## src/logic/serial_port_pkg.sv

```systemverilog
// Purpose: shared constants of the serial port with its rate sources
// Assumes: one core clock, special-function register bus of the core
// Notes: register offsets are the byte addresses on the core's bus
package serial_port_pkg;

    // =========================================================
    // register addresses
    localparam logic [7:0] ADDR_CTRL = 8'h98;
    localparam logic [7:0] ADDR_DATA = 8'h99;
    localparam logic [7:0] ADDR_FRAC = 8'h9D;
    localparam logic [7:0] ADDR_BAUD_CTRL = 8'h9E;
    localparam logic [7:0] ADDR_POWER = 8'h87;
    localparam logic [7:0] ADDR_TIMER_B_CTRL = 8'hC8;

    // =========================================================
    // field positions
    localparam int CTRL_MODE_HI = 7;
    localparam int CTRL_MODE_LO = 6;
    localparam int CTRL_ADDR_FILT = 5;
    localparam int CTRL_RX_EN = 4;
    localparam int CTRL_TX_NINTH = 3;
    localparam int CTRL_RX_NINTH = 2;
    localparam int CTRL_TX_DONE = 1;
    localparam int CTRL_RX_DONE = 0;
    localparam int POWER_RATE_DOUBLE = 7;
    localparam int TIMER_B_RX_SEL = 5;
    localparam int TIMER_B_TX_SEL = 4;
    localparam int BAUD_EN_BIT = 7;
    localparam int BAUD_DIV_MSB = 2;
    localparam int FRAC_MSB = 5;

    // =========================================================
    // reset values
    localparam logic [7:0] REG_RESET = 8'h00;

    // =========================================================
    // timing counts, in core cycles or oversample ticks
    localparam logic [3:0] SHIFT_BIT_LAST = 4'hB;
    localparam logic [3:0] SHIFT_CLK_HIGH = 4'h6;
    localparam logic [3:0] SHIFT_IDX_LAST = 4'h7;
    localparam logic [3:0] OSR_LAST = 4'hF;
    localparam logic [3:0] OSR_MID = 4'h7;
    localparam logic [3:0] IDX_NINTH = 4'h9;
    localparam logic [3:0] IDX_STOP9 = 4'hA;
    localparam logic [7:0] FRAC_BASE = 8'h40;
    localparam logic [6:0] PRESCALE_FULL = 7'h7F;

endpackage

```

## src/logic/serial_rate_select.sv

```systemverilog
// Purpose: picks the oversample tick (16 per bit) for one direction
// Assumes: timer overflows are one-cycle pulses on the core clock
// Notes: one instance for transmit, one for receive
`timescale 1ns/1ps
module serial_rate_select (
    input wire logic clk,
    input wire logic reset,
    input wire logic fixed_rate,
    input wire logic rate_double_bit,
    input wire logic use_timer_b,
    input wire logic baud_timer_enable,
    input wire logic timer_a_ovf,
    input wire logic timer_b_ovf,
    input wire logic baud_tick,
    output logic rate_tick
);

    typedef struct packed {
        logic half;
        logic tick;
    } sel_s;

    sel_s s_r;
    sel_s s_nxt;
    logic ev;
    logic halve;

    always_comb begin
        ev = 1'b0;
        halve = 1'b0;
        s_nxt = s_r;
        if (fixed_rate) begin
            // core/32 bit rate, core/16 when doubled
            ev = 1'b1;
            halve = ~rate_double_bit;
        end else if (baud_timer_enable) begin
            // doubling and timer b selects are ignored here
            ev = baud_tick;
        end else if (use_timer_b) begin
            // sixteen timer b overflows per bit
            ev = timer_b_ovf;
        end else begin
            ev = timer_a_ovf;
            halve = ~rate_double_bit;
        end
        s_nxt.tick = ev & (~halve | s_r.half);
        if (ev) begin
            s_nxt.half = ~s_r.half;
        end
        if (reset) begin
            s_nxt = '0;
        end
    end

    always_ff @(posedge clk) begin
        s_r <= s_nxt;
    end

    assign rate_tick = s_r.tick;

endmodule

```

## src/logic/serial_port.sv

```systemverilog
// Purpose: full-duplex serial port with its own fractional rate timer
// Assumes: timers a and b live outside and give one-cycle overflow pulses
// Notes: register reads return data one cycle after the address
`timescale 1ns/1ps
module serial_port (
    input wire logic CORE_CLK,
    input wire logic RESET,
    input wire logic [7:0] SFR_ADDR,
    input wire logic SFR_WE,
    input wire logic [7:0] SFR_WDATA,
    output logic [7:0] SFR_RDATA,
    input wire logic TIMER_A_OVF,
    input wire logic TIMER_B_OVF,
    input wire logic RXD_IN,
    output logic RXD_OUT,
    output logic RXD_OE_N,
    output logic TXD
);

    typedef enum logic [1:0] {TX_IDLE, TX_WAIT, TX_RUN} tx_state_e;
    typedef enum logic {RX_IDLE, RX_RUN} rx_state_e;

    typedef struct packed {
        logic mode_select_hi;
        logic mode_select_lo;
        logic addr_filter_enable;
        logic rx_enable;
        logic tx_ninth_bit;
        logic rx_ninth_bit;
        logic tx_done_flag;
        logic rx_done_flag;
        logic rate_double_bit;
        logic timer_b_tx_rate_sel;
        logic timer_b_rx_rate_sel;
        logic baud_timer_enable;
        logic [2:0] baud_div;
        logic [5:0] fraction_trim_value;
        logic [7:0] rx_buf;
        logic [7:0] rdata;
        tx_state_e tx_st;
        logic [8:0] tx_data;
        logic [3:0] tx_idx;
        logic [3:0] tx_sub;
        logic txd;
        logic rxd_out;
        logic rxd_oe_n;
        rx_state_e rx_st;
        logic [3:0] rx_idx;
        logic [3:0] rx_sub;
        logic [7:0] rx_sh;
        logic rx_ninth;
        logic sync1;
        logic sync2;
        logic sync3;
        logic rxd_f;
        logic rxd_prev;
        logic [6:0] pre;
        logic [6:0] acc;
        logic baud_tick;
    } port_s;

    port_s s_r;
    port_s s_nxt;
    logic tx_tick;
    logic rx_tick;
    logic shift_mode;
    logic nine_bit;
    logic fixed_mode;

    assign shift_mode = ~s_r.mode_select_hi & ~s_r.mode_select_lo;
    assign nine_bit = s_r.mode_select_hi;
    assign fixed_mode = s_r.mode_select_hi & ~s_r.mode_select_lo;

    // bit on the line for frame position i: start, data, ninth, stop
    function automatic logic frame_bit(input logic [8:0] d,
                                       input logic [3:0] i);
        logic b;
        b = 1'b1;
        if (i == 4'h0) begin
            b = 1'b0;
        end else if (i <= 4'h8) begin
            b = d[3'(i - 4'h1)];
        end else if (i == serial_port_pkg::IDX_NINTH) begin
            b = d[8];
        end
        return b;
    endfunction

    // =========================================================
    // rate selection per direction
    serial_rate_select u_tx_rate (
        .clk(CORE_CLK),
        .reset(RESET),
        .fixed_rate(fixed_mode),
        .rate_double_bit(s_r.rate_double_bit),
        .use_timer_b(s_r.timer_b_tx_rate_sel),
        .baud_timer_enable(s_r.baud_timer_enable),
        .timer_a_ovf(TIMER_A_OVF),
        .timer_b_ovf(TIMER_B_OVF),
        .baud_tick(s_r.baud_tick),
        .rate_tick(tx_tick)
    );

    serial_rate_select u_rx_rate (
        .clk(CORE_CLK),
        .reset(RESET),
        .fixed_rate(fixed_mode),
        .rate_double_bit(s_r.rate_double_bit),
        .use_timer_b(s_r.timer_b_rx_rate_sel),
        .baud_timer_enable(s_r.baud_timer_enable),
        .timer_a_ovf(TIMER_A_OVF),
        .timer_b_ovf(TIMER_B_OVF),
        .baud_tick(s_r.baud_tick),
        .rate_tick(rx_tick)
    );

    always_comb begin
        logic [3:0] last_idx;
        logic [3:0] nidx;
        logic [7:0] sum;
        logic [7:0] lim;
        logic [7:0] rsh;
        logic b;
        last_idx = nine_bit ? serial_port_pkg::IDX_STOP9
                            : serial_port_pkg::IDX_NINTH;
        nidx = 4'h0;
        sum = 8'h00;
        lim = 8'h00;
        rsh = 8'h00;
        b = 1'b0;
        s_nxt = s_r;
        s_nxt.baud_tick = 1'b0;

        // =====================================================
        // receive pin: three stages, change taken when 2 and 3 agree
        s_nxt.sync1 = RXD_IN;
        s_nxt.sync2 = s_r.sync1;
        s_nxt.sync3 = s_r.sync2;
        if (s_r.sync2 == s_r.sync3) begin
            s_nxt.rxd_f = s_r.sync3;
        end
        s_nxt.rxd_prev = s_r.rxd_f;

        // =====================================================
        // register reads
        if (SFR_ADDR == serial_port_pkg::ADDR_CTRL) begin
            s_nxt.rdata = {s_r.mode_select_hi, s_r.mode_select_lo,
                           s_r.addr_filter_enable, s_r.rx_enable,
                           s_r.tx_ninth_bit, s_r.rx_ninth_bit,
                           s_r.tx_done_flag, s_r.rx_done_flag};
        end else if (SFR_ADDR == serial_port_pkg::ADDR_DATA) begin
            s_nxt.rdata = s_r.rx_buf;
        end else if (SFR_ADDR == serial_port_pkg::ADDR_POWER) begin
            s_nxt.rdata = {s_r.rate_double_bit, 7'h00};
        end else if (SFR_ADDR == serial_port_pkg::ADDR_TIMER_B_CTRL) begin
            s_nxt.rdata = {2'h0, s_r.timer_b_rx_rate_sel,
                           s_r.timer_b_tx_rate_sel, 4'h0};
        end else if (SFR_ADDR == serial_port_pkg::ADDR_BAUD_CTRL) begin
            s_nxt.rdata = {s_r.baud_timer_enable, 4'h0, s_r.baud_div};
        end else if (SFR_ADDR == serial_port_pkg::ADDR_FRAC) begin
            s_nxt.rdata = {2'h0, s_r.fraction_trim_value};
        end else begin
            s_nxt.rdata = 8'h00;
        end

        // =====================================================
        // register writes; hardware flag sets below win over these
        if (SFR_WE) begin
            if (SFR_ADDR == serial_port_pkg::ADDR_CTRL) begin
                s_nxt.mode_select_hi =
                    SFR_WDATA[serial_port_pkg::CTRL_MODE_HI];
                s_nxt.mode_select_lo =
                    SFR_WDATA[serial_port_pkg::CTRL_MODE_LO];
                s_nxt.addr_filter_enable =
                    SFR_WDATA[serial_port_pkg::CTRL_ADDR_FILT];
                s_nxt.rx_enable = SFR_WDATA[serial_port_pkg::CTRL_RX_EN];
                s_nxt.tx_ninth_bit =
                    SFR_WDATA[serial_port_pkg::CTRL_TX_NINTH];
                s_nxt.rx_ninth_bit =
                    SFR_WDATA[serial_port_pkg::CTRL_RX_NINTH];
                s_nxt.tx_done_flag =
                    SFR_WDATA[serial_port_pkg::CTRL_TX_DONE];
                s_nxt.rx_done_flag =
                    SFR_WDATA[serial_port_pkg::CTRL_RX_DONE];
            end else if (SFR_ADDR == serial_port_pkg::ADDR_POWER) begin
                s_nxt.rate_double_bit =
                    SFR_WDATA[serial_port_pkg::POWER_RATE_DOUBLE];
            end else if (SFR_ADDR == serial_port_pkg::ADDR_TIMER_B_CTRL)
            begin
                s_nxt.timer_b_rx_rate_sel =
                    SFR_WDATA[serial_port_pkg::TIMER_B_RX_SEL];
                s_nxt.timer_b_tx_rate_sel =
                    SFR_WDATA[serial_port_pkg::TIMER_B_TX_SEL];
            end else if (SFR_ADDR == serial_port_pkg::ADDR_BAUD_CTRL) begin
                s_nxt.baud_timer_enable =
                    SFR_WDATA[serial_port_pkg::BAUD_EN_BIT];
                s_nxt.baud_div = SFR_WDATA[serial_port_pkg::BAUD_DIV_MSB:0];
            end else if (SFR_ADDR == serial_port_pkg::ADDR_FRAC) begin
                s_nxt.fraction_trim_value =
                    SFR_WDATA[serial_port_pkg::FRAC_MSB:0];
            end
        end

        // =====================================================
        // dedicated baud timer: binary prescale then a fractional
        // accumulator; averages 16 ticks per bit, jitter under a tick
        if (s_r.pre == (serial_port_pkg::PRESCALE_FULL >>
                        (3'h7 - s_r.baud_div))) begin
            s_nxt.pre = 7'h00;
            sum = {1'b0, s_r.acc} + serial_port_pkg::FRAC_BASE;
            lim = {2'h0, s_r.fraction_trim_value} +
                  serial_port_pkg::FRAC_BASE;
            if (sum >= lim) begin
                s_nxt.acc = 7'(sum - lim);
                s_nxt.baud_tick = s_r.baud_timer_enable;
            end else begin
                s_nxt.acc = sum[6:0];
            end
        end else begin
            s_nxt.pre = s_r.pre + 7'h01;
        end

        // =====================================================
        // transmitter
        case (s_r.tx_st)
            TX_IDLE: begin
            end
            TX_WAIT: begin
                if (tx_tick) begin
                    // the frame aligns to the next rate clock
                    s_nxt.tx_st = TX_RUN;
                    s_nxt.tx_idx = 4'h0;
                    s_nxt.tx_sub = 4'h0;
                    s_nxt.txd = 1'b0;
                end
            end
            TX_RUN: begin
                if (shift_mode) begin
                    if (s_r.tx_sub == serial_port_pkg::SHIFT_BIT_LAST) begin
                        s_nxt.tx_sub = 4'h0;
                        if (s_r.tx_idx == serial_port_pkg::SHIFT_IDX_LAST)
                        begin
                            s_nxt.tx_st = TX_IDLE;
                            s_nxt.txd = 1'b1;
                            s_nxt.rxd_oe_n = 1'b1;
                            s_nxt.tx_done_flag = 1'b1;
                        end else begin
                            nidx = s_r.tx_idx + 4'h1;
                            s_nxt.tx_idx = nidx;
                            s_nxt.rxd_out = s_r.tx_data[3'(nidx)];
                            s_nxt.txd = 1'b0;
                        end
                    end else begin
                        s_nxt.tx_sub = s_r.tx_sub + 4'h1;
                        s_nxt.txd = (s_r.tx_sub + 4'h1) >=
                                    serial_port_pkg::SHIFT_CLK_HIGH;
                    end
                end else if (tx_tick) begin
                    if (s_r.tx_sub == serial_port_pkg::OSR_LAST) begin
                        s_nxt.tx_sub = 4'h0;
                        if (s_r.tx_idx == last_idx) begin
                            s_nxt.tx_st = TX_IDLE;
                            s_nxt.txd = 1'b1;
                        end else begin
                            nidx = s_r.tx_idx + 4'h1;
                            s_nxt.tx_idx = nidx;
                            s_nxt.txd = frame_bit(s_r.tx_data, nidx);
                            if (nidx == last_idx) begin
                                s_nxt.tx_done_flag = 1'b1;
                            end
                        end
                    end else begin
                        s_nxt.tx_sub = s_r.tx_sub + 4'h1;
                    end
                end
            end
            default: begin
                s_nxt.tx_st = TX_IDLE;
            end
        endcase

        // =====================================================
        // receiver
        case (s_r.rx_st)
            RX_IDLE: begin
                if (shift_mode) begin
                    if (s_r.rx_enable && !s_r.rx_done_flag &&
                        s_r.tx_st == TX_IDLE) begin
                        s_nxt.rx_st = RX_RUN;
                        s_nxt.rx_idx = 4'h0;
                        s_nxt.rx_sub = 4'h0;
                        s_nxt.txd = 1'b0;
                    end
                end else if (s_r.rx_enable && s_r.rxd_prev &&
                             !s_r.rxd_f) begin
                    s_nxt.rx_st = RX_RUN;
                    s_nxt.rx_idx = 4'h0;
                    s_nxt.rx_sub = 4'h0;
                end
            end
            RX_RUN: begin
                if (shift_mode) begin
                    if (s_r.rx_sub == serial_port_pkg::SHIFT_BIT_LAST) begin
                        s_nxt.rx_sub = 4'h0;
                        rsh = {s_r.rxd_f, s_r.rx_sh[7:1]};
                        s_nxt.rx_sh = rsh;
                        if (s_r.rx_idx == serial_port_pkg::SHIFT_IDX_LAST)
                        begin
                            s_nxt.rx_st = RX_IDLE;
                            s_nxt.txd = 1'b1;
                            s_nxt.rx_buf = rsh;
                            s_nxt.rx_done_flag = 1'b1;
                        end else begin
                            s_nxt.rx_idx = s_r.rx_idx + 4'h1;
                            s_nxt.txd = 1'b0;
                        end
                    end else begin
                        s_nxt.rx_sub = s_r.rx_sub + 4'h1;
                        s_nxt.txd = (s_r.rx_sub + 4'h1) >=
                                    serial_port_pkg::SHIFT_CLK_HIGH;
                    end
                end else if (rx_tick) begin
                    if (s_r.rx_sub == serial_port_pkg::OSR_LAST) begin
                        s_nxt.rx_sub = 4'h0;
                        s_nxt.rx_idx = s_r.rx_idx + 4'h1;
                    end else begin
                        s_nxt.rx_sub = s_r.rx_sub + 4'h1;
                    end
                    if (s_r.rx_sub == serial_port_pkg::OSR_MID) begin
                        b = s_r.rxd_f;
                        if (s_r.rx_idx == 4'h0) begin
                            if (b) begin
                                s_nxt.rx_st = RX_IDLE;
                            end
                        end else if (s_r.rx_idx <= 4'h8) begin
                            s_nxt.rx_sh = {b, s_r.rx_sh[7:1]};
                        end else if (s_r.rx_idx == serial_port_pkg::IDX_NINTH
                                     && nine_bit) begin
                            s_nxt.rx_ninth = b;
                        end else begin
                            // mid-stop: keep or drop the whole frame
                            s_nxt.rx_st = RX_IDLE;
                            if (!s_r.rx_done_flag && b &&
                                !(nine_bit && s_r.addr_filter_enable &&
                                  !s_r.rx_ninth)) begin
                                s_nxt.rx_buf = s_r.rx_sh;
                                s_nxt.rx_ninth_bit = nine_bit ?
                                    s_r.rx_ninth : b;
                                s_nxt.rx_done_flag = 1'b1;
                            end
                        end
                    end
                end
            end
            default: begin
                s_nxt.rx_st = RX_IDLE;
            end
        endcase

        // =====================================================
        // data write starts a new transmission, cutting any old one
        if (SFR_WE && SFR_ADDR == serial_port_pkg::ADDR_DATA) begin
            s_nxt.tx_sub = 4'h0;
            s_nxt.tx_idx = 4'h0;
            if (shift_mode) begin
                s_nxt.tx_data = {1'b1, SFR_WDATA};
                s_nxt.tx_st = TX_RUN;
                s_nxt.rxd_out = SFR_WDATA[0];
                s_nxt.rxd_oe_n = 1'b0;
                s_nxt.txd = 1'b0;
            end else begin
                s_nxt.tx_data = {nine_bit ? s_r.tx_ninth_bit : 1'b1,
                                 SFR_WDATA};
                s_nxt.tx_st = TX_WAIT;
            end
        end

        if (RESET) begin
            s_nxt = '0;
            s_nxt.rx_buf = serial_port_pkg::REG_RESET;
            s_nxt.txd = 1'b1;
            s_nxt.rxd_out = 1'b1;
            s_nxt.rxd_oe_n = 1'b1;
            s_nxt.sync1 = 1'b1;
            s_nxt.sync2 = 1'b1;
            s_nxt.sync3 = 1'b1;
            s_nxt.rxd_f = 1'b1;
            s_nxt.rxd_prev = 1'b1;
        end
    end

    always_ff @(posedge CORE_CLK) begin
        s_r <= s_nxt;
    end

    assign SFR_RDATA = s_r.rdata;
    assign RXD_OUT = s_r.rxd_out;
    assign RXD_OE_N = s_r.rxd_oe_n;
    assign TXD = s_r.txd;

endmodule

```

## config.mk

```make
export PLATFORM = sky130hd
export DESIGN_NAME = serial_port
export DESIGN_NICKNAME = d
export VERILOG_FILES = /design/src/logic/serial_port_pkg.sv /design/src/logic/serial_rate_select.sv /design/src/logic/serial_port.sv
export SDC_FILE = /design/constraint.sdc
export NUM_CORES = 1
export LEC_CHECK = 0
export BUFFER_PORTS_ARGS = -buffer_cell sky130_fd_sc_hd__buf_2
export CAP_MARGIN = 20
export CORE_ASPECT_RATIO = 1.25
export CORE_MARGIN = 4
export CORE_UTILIZATION = 35
export DETAILED_ROUTE_END_ITERATION = 10
export GPL_ROUTABILITY_DRIVEN = 0
export GPL_TIMING_DRIVEN = 0
export SLEW_MARGIN = 25
export SYNTH_ARGS = -nofsm -noshare
export SYNTH_HDL_FRONTEND = slang
export SYNTH_SLANG_ARGS = --single-unit
```

## constraint.sdc

```tcl
create_clock -name CORE_CLK -period 4.3 [get_ports CORE_CLK]
set_input_delay 0.43 -clock CORE_CLK [delete_from_list [all_inputs] [get_ports CORE_CLK]]
set_output_delay 0.43 -clock CORE_CLK [all_outputs]
set_load 0.05 [all_outputs]
```

After elaboration in Yosys (flattened, before gate mapping)
Index checks and enable logic that the tools add are counted.
- word-level logic and storage cells: 296
- register bits after elaboration: 101
- output and inout bits: 11
- bitwise operators: 23
- reductions and logical operators: 38
- order comparisons: 7
- add/sub/neg operators: 10
- equality and inequality tests: 45
- mux-type cells: 132
- shift operators: 1
- operators by type and width (operator ; count):
    2-to-1 mux 8 bit ; 16
    2-to-1 mux 9 bit ; 8
    2-to-1 mux 1 bit ; 64
    equality test 8 bit (second input constant) ; 6
    2-to-1 mux 4 bit ; 10
    one-hot mux 9 bit (2 select lines) ; 2
    equality test 4 bit (second input constant) ; 6
    2-to-1 mux 2 bit ; 12
    2-to-1 mux 22 bit ; 1
    != test 3 bit (second input constant) ; 7
    AND reduction 7 bit ; 3
    2-to-1 mux 18 bit ; 1
    2-to-1 mux 6 bit ; 3
    AND reduction 6 bit ; 3
    2-to-1 mux 17 bit ; 1
    inverter 1 bit ; 17
    adder 4 x 1 -> 4 bit (second input constant) ; 4
    2-to-1 mux 16 bit ; 1
    != test 4 bit (second input constant) ; 4
    2-to-1 mux 13 bit ; 1
    equality test 4 x 3 -> 1 bit (second input constant) ; 3
    2-to-1 mux 12 bit ; 1
    2-to-1 mux 11 bit ; 1
    logical AND 1 bit ; 10
    41 further kinds ; 71

Logic depth before layout (Yosys ltp)
- depth in word-level cells: 16
- mapped depth: 9

Modules after synthesis
Synthesis repeated with hierarchy kept, for this count alone.
- cells, all modules: 708
- area total of the unflattened synthesis: 5894.4 sq um
- by module, submodules not included (module ; instances ; cells an instance ; area each (sq um) ; seq. area each (sq um)):
    serial_port ; 1 ; 674 ; 5596.6 ; 1941.9
    serial_rate_select ; 2 ; 17 ; 148.9 ; 40.0

Worst setup path before layout
No wires, ideal clock.
- path type: register to register
- start point: reg s_r[45] in the netlist's numbering
- end point: reg s_r, in the netlist RXD_OUT
- data arrival time: 2.266 ns
- buffers on the path: 2
- setup slack: 1.909 ns
- clock period less this slack: 2.391 ns
- cell stages (with the launch flop): 10
- setup time: 0.125 ns
- cell sequence: dfxtp_1 clkbuf_1 inv_1 ha_1 clkbuf_1 mux4_2 mux2i_1 nor2_1 a21oi_1 o21ai_0
- longest elaborated chain between the ends: 9
- elaborated cells between the ends (all ways): 10
- those cells by class: add/sub: 1; eq/ne: 1; mux: 8
- RTL lines (item ; line ; text):
    start: declaration ; serial_port.sv:62 ; port_s s_r;
    start signal: assignment ; serial_port.sv:393 ; s_r <= s_nxt;
    adder 4 x 1 -> 4 bit ; serial_port.sv:248 ; nidx = s_r.tx_idx + 4'h1;
    binary-select mux 1 bit (select 3 bit) ; serial_port.sv:250 ; s_nxt.rxd_out = s_r.tx_data[3'(nidx)];
    2-to-1 mux 1 bit (implied by the code) ; serial_port.sv:250 ;
    2-to-1 mux 1 bit * ; serial_port.sv:241 ; if (s_r.tx_idx == serial_port_pkg::SHIFT_IDX_LAST)
    2-to-1 mux 2 bit * ; serial_port.sv:239 ; if (s_r.tx_sub == serial_port_pkg::SHIFT_BIT_LAST) begin
    2-to-1 mux 2 bit * ; serial_port.sv:238 ; if (shift_mode) begin
    2-to-1 mux 2 bit * ; serial_port.sv:225 ; case (s_r.tx_st)
    2-to-1 mux 3 bit ; serial_port.sv:365 ; if (shift_mode) begin
    2-to-1 mux 22 bit * ; serial_port.sv:362 ; if (SFR_WE && SFR_ADDR == serial_port_pkg::ADDR_DATA) begin
Mark *: on every way between the ends. The rest lies on a longest branch, timed or not. The select of a mux whose other input is x is not followed.
A chain may end at the register's enable or synchronous reset.

Final worst setup path
Ends and elaborated chain as after synthesis.

==> impl_metrics.py <==
metrics = {
    "finish": {
        "layout.cells.most_common": "sky130_fd_sc_hd__dfxtp_1",
        "mostFrequentLayoutCells": "sky130_fd_sc_hd__dfxtp_1, sky130_fd_sc_hd__nor2_1, sky130_fd_sc_hd__a21oi_1, sky130_fd_sc_hd__nand2_1, sky130_fd_sc_hd__buf_2",
        "final_layout_size_suffix_gt1_share_pct": 12.5,
        "fillers": 1664,
        "nNetsFinal": 775,
        "area_delta_synth_final_pct": 12.6,
        "num_antenna_cells": 0,
    },
    "timing": {
        "report.final.hold_viol_count": 0,
        "setup_viol": 0,
        "maxSlewHeadroom_pct": 48.8,
        "max_freq_mhz": 347,
        "tightest_slew_ns": 0.762,
        "setup_total_negative_slack_ns": 0,
        "min_cycle_time_layout_ns": 2.88,
        "final.setup_skew_ns": 0.0104,
        "finalMaxSlewViolations": 0,
        "unrepaired_setup_endpoints_after_global_routing": "no",
        "layout_worst_path_cycle_share_pct": 67.1,
    },
    "power": {
        "ir_drop_mv": 0.253,
        "power_leakage_nw": 2.43,
        "post-layout-total-power_mw": 2.14,
        "power_density_nw_per_um2": 328,
    },
    "cts": {
        "root_buffer": "sky130_fd_sc_hd__clkbuf_16",
        "cts_made_buffers": 9,
        "cts-resized-gates": 0,
        "clk_pin_slew_ns": 0.07,
        "post_cts_buffers": 0,
        "cts_buffer_depth": 2,
        "cts_tree": "yes",
        "cts_hold_repair.buffers": 0,
        "htree_num_levels": 3,
        "clk-insertion-delay-late_ns": 0.35,
        "clock_sinks": 101,
    },
    "routing": {
        "first_pass_iters": 5,
        "wl_um": 15700,
        "drt_iter0_markers": 355,
        "final_antenna_net_count": 0,
        "post-route-drc-count": 0,
        "detail_route.wl_per_cell_um": 16.4,
        "vias": 5191,
        "vias_per_cell": 5.44,
    },
    "floorplanning": {
        "design.core.area_um2": 16200,
        "die_w_um": 123,
        "die_area_um2": 18700,
        "floorplan.initialDensity_pct": 35.7,
        "core.rowCount": 52,
        "die_height_um": 152,
        "ios": 33,
    },
    "logic_synthesis": {
        "async_reset_ff_share_pct": 0,
        "syn-mean-instance-area_um2": 8.36,
        "postSynth.topFlopCell": "sky130_fd_sc_hd__dfxtp_1",
        "post_synth_edffs": 0,
        "syn-num-nets": 734,
        "postSynthCellCount": 692,
        "synth_seq_cells": 101,
        "post_synth_num_cell_types": 80,
        "synth.yosys.warnings": 0,
        "synth_area_um2": 5790,
        "synth-seq-area-share_pct": 34.9,
    },
    "global_route": {
        "total_congestion_overflow": 0,
        "initial_antenna_violation_count": 0,
        "number_of_global_route_vias_before_repair": 4894,
        "grt_first_pass_wirelength_um": 25800,
        "global_route.usage.total_pct": 17.5,
        "grt_start_max_net_pins": 19,
    },
    "placed_design": {
        "port-buffer-count": 30,
        "dpl_wire_length_um": 11500,
    },
    "worst_setup_path": {
        "worst_setup_path_start_kind": "flip-flop",
        "worstPathBufferInverterCount": 3,
        "critical-path-max-stage-delay_ns": 0.57,
        "path_cells": "clkbuf_1 -> inv_1 -> ha_1 -> clkbuf_1 -> mux4_2 -> mux2i_1 -> nor2_1 -> a21oi_1 -> o21ai_0",
        "timing.critical_path.max_delay_family": "buffers and inverters",
        "critical_path_required_ns": 4.53,
        "critical_path_class": "flip-flop to flip-flop",
        "cp-end-kind": "flip-flop",
        "critical_path.most_common_cell": "sky130_fd_sc_hd__clkbuf_1",
        "cp.arrival_ns": 3.11,
        "critical_path.slowest_cell": "sky130_fd_sc_hd__mux4_2",
        "cp_max_fo": 10,
    },
    "worst_hold_path": {
        "worst_hold_class": "primary input to flip-flop",
    },
    "job": {
        "maxCapViolCount": 0,
    },
    "status": {
        "status": "finished clean",
    },
}
[power breakdown]
part	leakage (nW)	switching (mW)	internal, mW
sequential	0.815	0.0151	0.960
combinational	1.47	0.183	0.126
clock	0.140	0.395	0.459
total	2.43	0.593	1.55
[metrics by stage]
stage                     cells  setup slack [ns]  utilization (%)  cell area, µm²  hold WS (ns)
after floorplan             692              1.91                -            5790         0.389
after global placement      938              1.43             38.3            6210         0.394
after detailed placement    938              1.40             38.3            6210         0.394
after CTS                   954              1.39             40.2            6510         0.244
after global routing        954              1.08             40.2            6510         0.277
final                       954              1.42             40.2            6510         0.257
[sequential cells by signal, indices dropped and copies added, names as in the netlist, named ones only]
name	flops
nine_bit	1
u_tx_rate.rate_tick	1
s_r	85
u_rx_rate.s_r	1
SFR_RDATA	8
TXD	1
RXD_OUT	1
u_rx_rate.rate_tick	1
u_tx_rate.s_r	1
[cell type report]
class,instances,area (µm²),area share (%)
tap,216,270,4.15
timing repair buffer,30,150,2.31
inverter,28,105,1.61
sequential,101,2020,31.0
clock inverter,7,81.3,1.25
clock buffer,9,225,3.46
buffer,54,265,4.07
multi-input combinational,509,3390,52.1
[synth_stat cells (4+ instances only)]
cell / number / area, µm²
sky130_fd_sc_hd__and2_1: 4 / 25.0
sky130_fd_sc_hd__nor2b_1: 11 / 68.8
sky130_fd_sc_hd__a311oi_1: 9 / 78.8
sky130_fd_sc_hd__or2_2: 6 / 37.5
sky130_fd_sc_hd__a22oi_1: 4 / 30.0
sky130_fd_sc_hd__xnor2_1: 7 / 61.3
sky130_fd_sc_hd__a31oi_1: 9 / 56.3
sky130_fd_sc_hd__xor2_1: 7 / 61.3
sky130_fd_sc_hd__o311a_1: 4 / 40.0
sky130_fd_sc_hd__o22ai_1: 5 / 31.3
sky130_fd_sc_hd__a21oi_1: 58 / 290
sky130_fd_sc_hd__ha_1: 19 / 238
sky130_fd_sc_hd__nand3_1: 21 / 105
sky130_fd_sc_hd__or4_1: 6 / 45.0
sky130_fd_sc_hd__a221oi_1: 5 / 43.8
sky130_fd_sc_hd__mux2i_1: 35 / 350
sky130_fd_sc_hd__o31ai_1: 4 / 30.0
sky130_fd_sc_hd__clkbuf_1: 32 / 120
sky130_fd_sc_hd__o21ai_1: 5 / 25.0
sky130_fd_sc_hd__a31o_2: 4 / 35.0
sky130_fd_sc_hd__and3_1: 7 / 43.8
sky130_fd_sc_hd__nor3b_1: 4 / 30.0
sky130_fd_sc_hd__a211oi_1: 10 / 75.1
sky130_fd_sc_hd__and3b_1: 4 / 35.0
sky130_fd_sc_hd__o2111ai_1: 4 / 35.0
sky130_fd_sc_hd__nand2_1: 58 / 218
sky130_fd_sc_hd__nand4_1: 13 / 81.3
sky130_fd_sc_hd__o21a_1: 7 / 52.6
sky130_fd_sc_hd__inv_1: 28 / 105
sky130_fd_sc_hd__nor2_1: 68 / 255
sky130_fd_sc_hd__buf_4: 8 / 60.1
sky130_fd_sc_hd__o21ai_0: 26 / 130
sky130_fd_sc_hd__buf_2: 8 / 40.0
sky130_fd_sc_hd__dfxtp_1: 101 / 2020
sky130_fd_sc_hd__nand2b_1: 10 / 62.6
sky130_fd_sc_hd__nor3_1: 10 / 50.1
[path summary, 6_finish.rpt]
check | startpoint | end | slack (ns) | cells after the start
worst max-delay path | s_r[45] | RXD_OUT | 1.42 | 9
worst min-delay path | RXD_IN | s_r[19] | 0.26 | 2
worst max register to register | s_r[45] | RXD_OUT | 1.42 | 9
worst min register to register | s_r[19] | s_r[18] | 0.41 | 1
[per-layer routing]
| layer | global-route usage, % | vias to the layer above | wire [µm] |
|---|---|---|---|
| met5 | 0 | - | 0 |
| met4 | 5.48 | 0 | 285 |
| met3 | 2.86 | 19 | 541 |
| met2 | 29.7 | 113 | 7700 |
| met1 | 22.7 | 2461 | 7170 |
| li1 | - | 2598 | - |
[cell families (layout without fill, tap and decap cells)]
group | Yosys count | count (layout) | share of synthesized area, %
adders and majority gates | 20 | 20 | 4.45
DFF | 101 | 101 | 34.9
muxes | 40 | 40 | 7.81
buffers and inverters | 82 | 128 | 6.40
AOI/OAI and AO/OA | 185 | 185 | 21.7
xor gates and xnor gates | 14 | 14 | 2.12
and+or+nand+nor | 250 | 250 | 22.6
No activity file was read; power rests on OpenSTA's default activity.
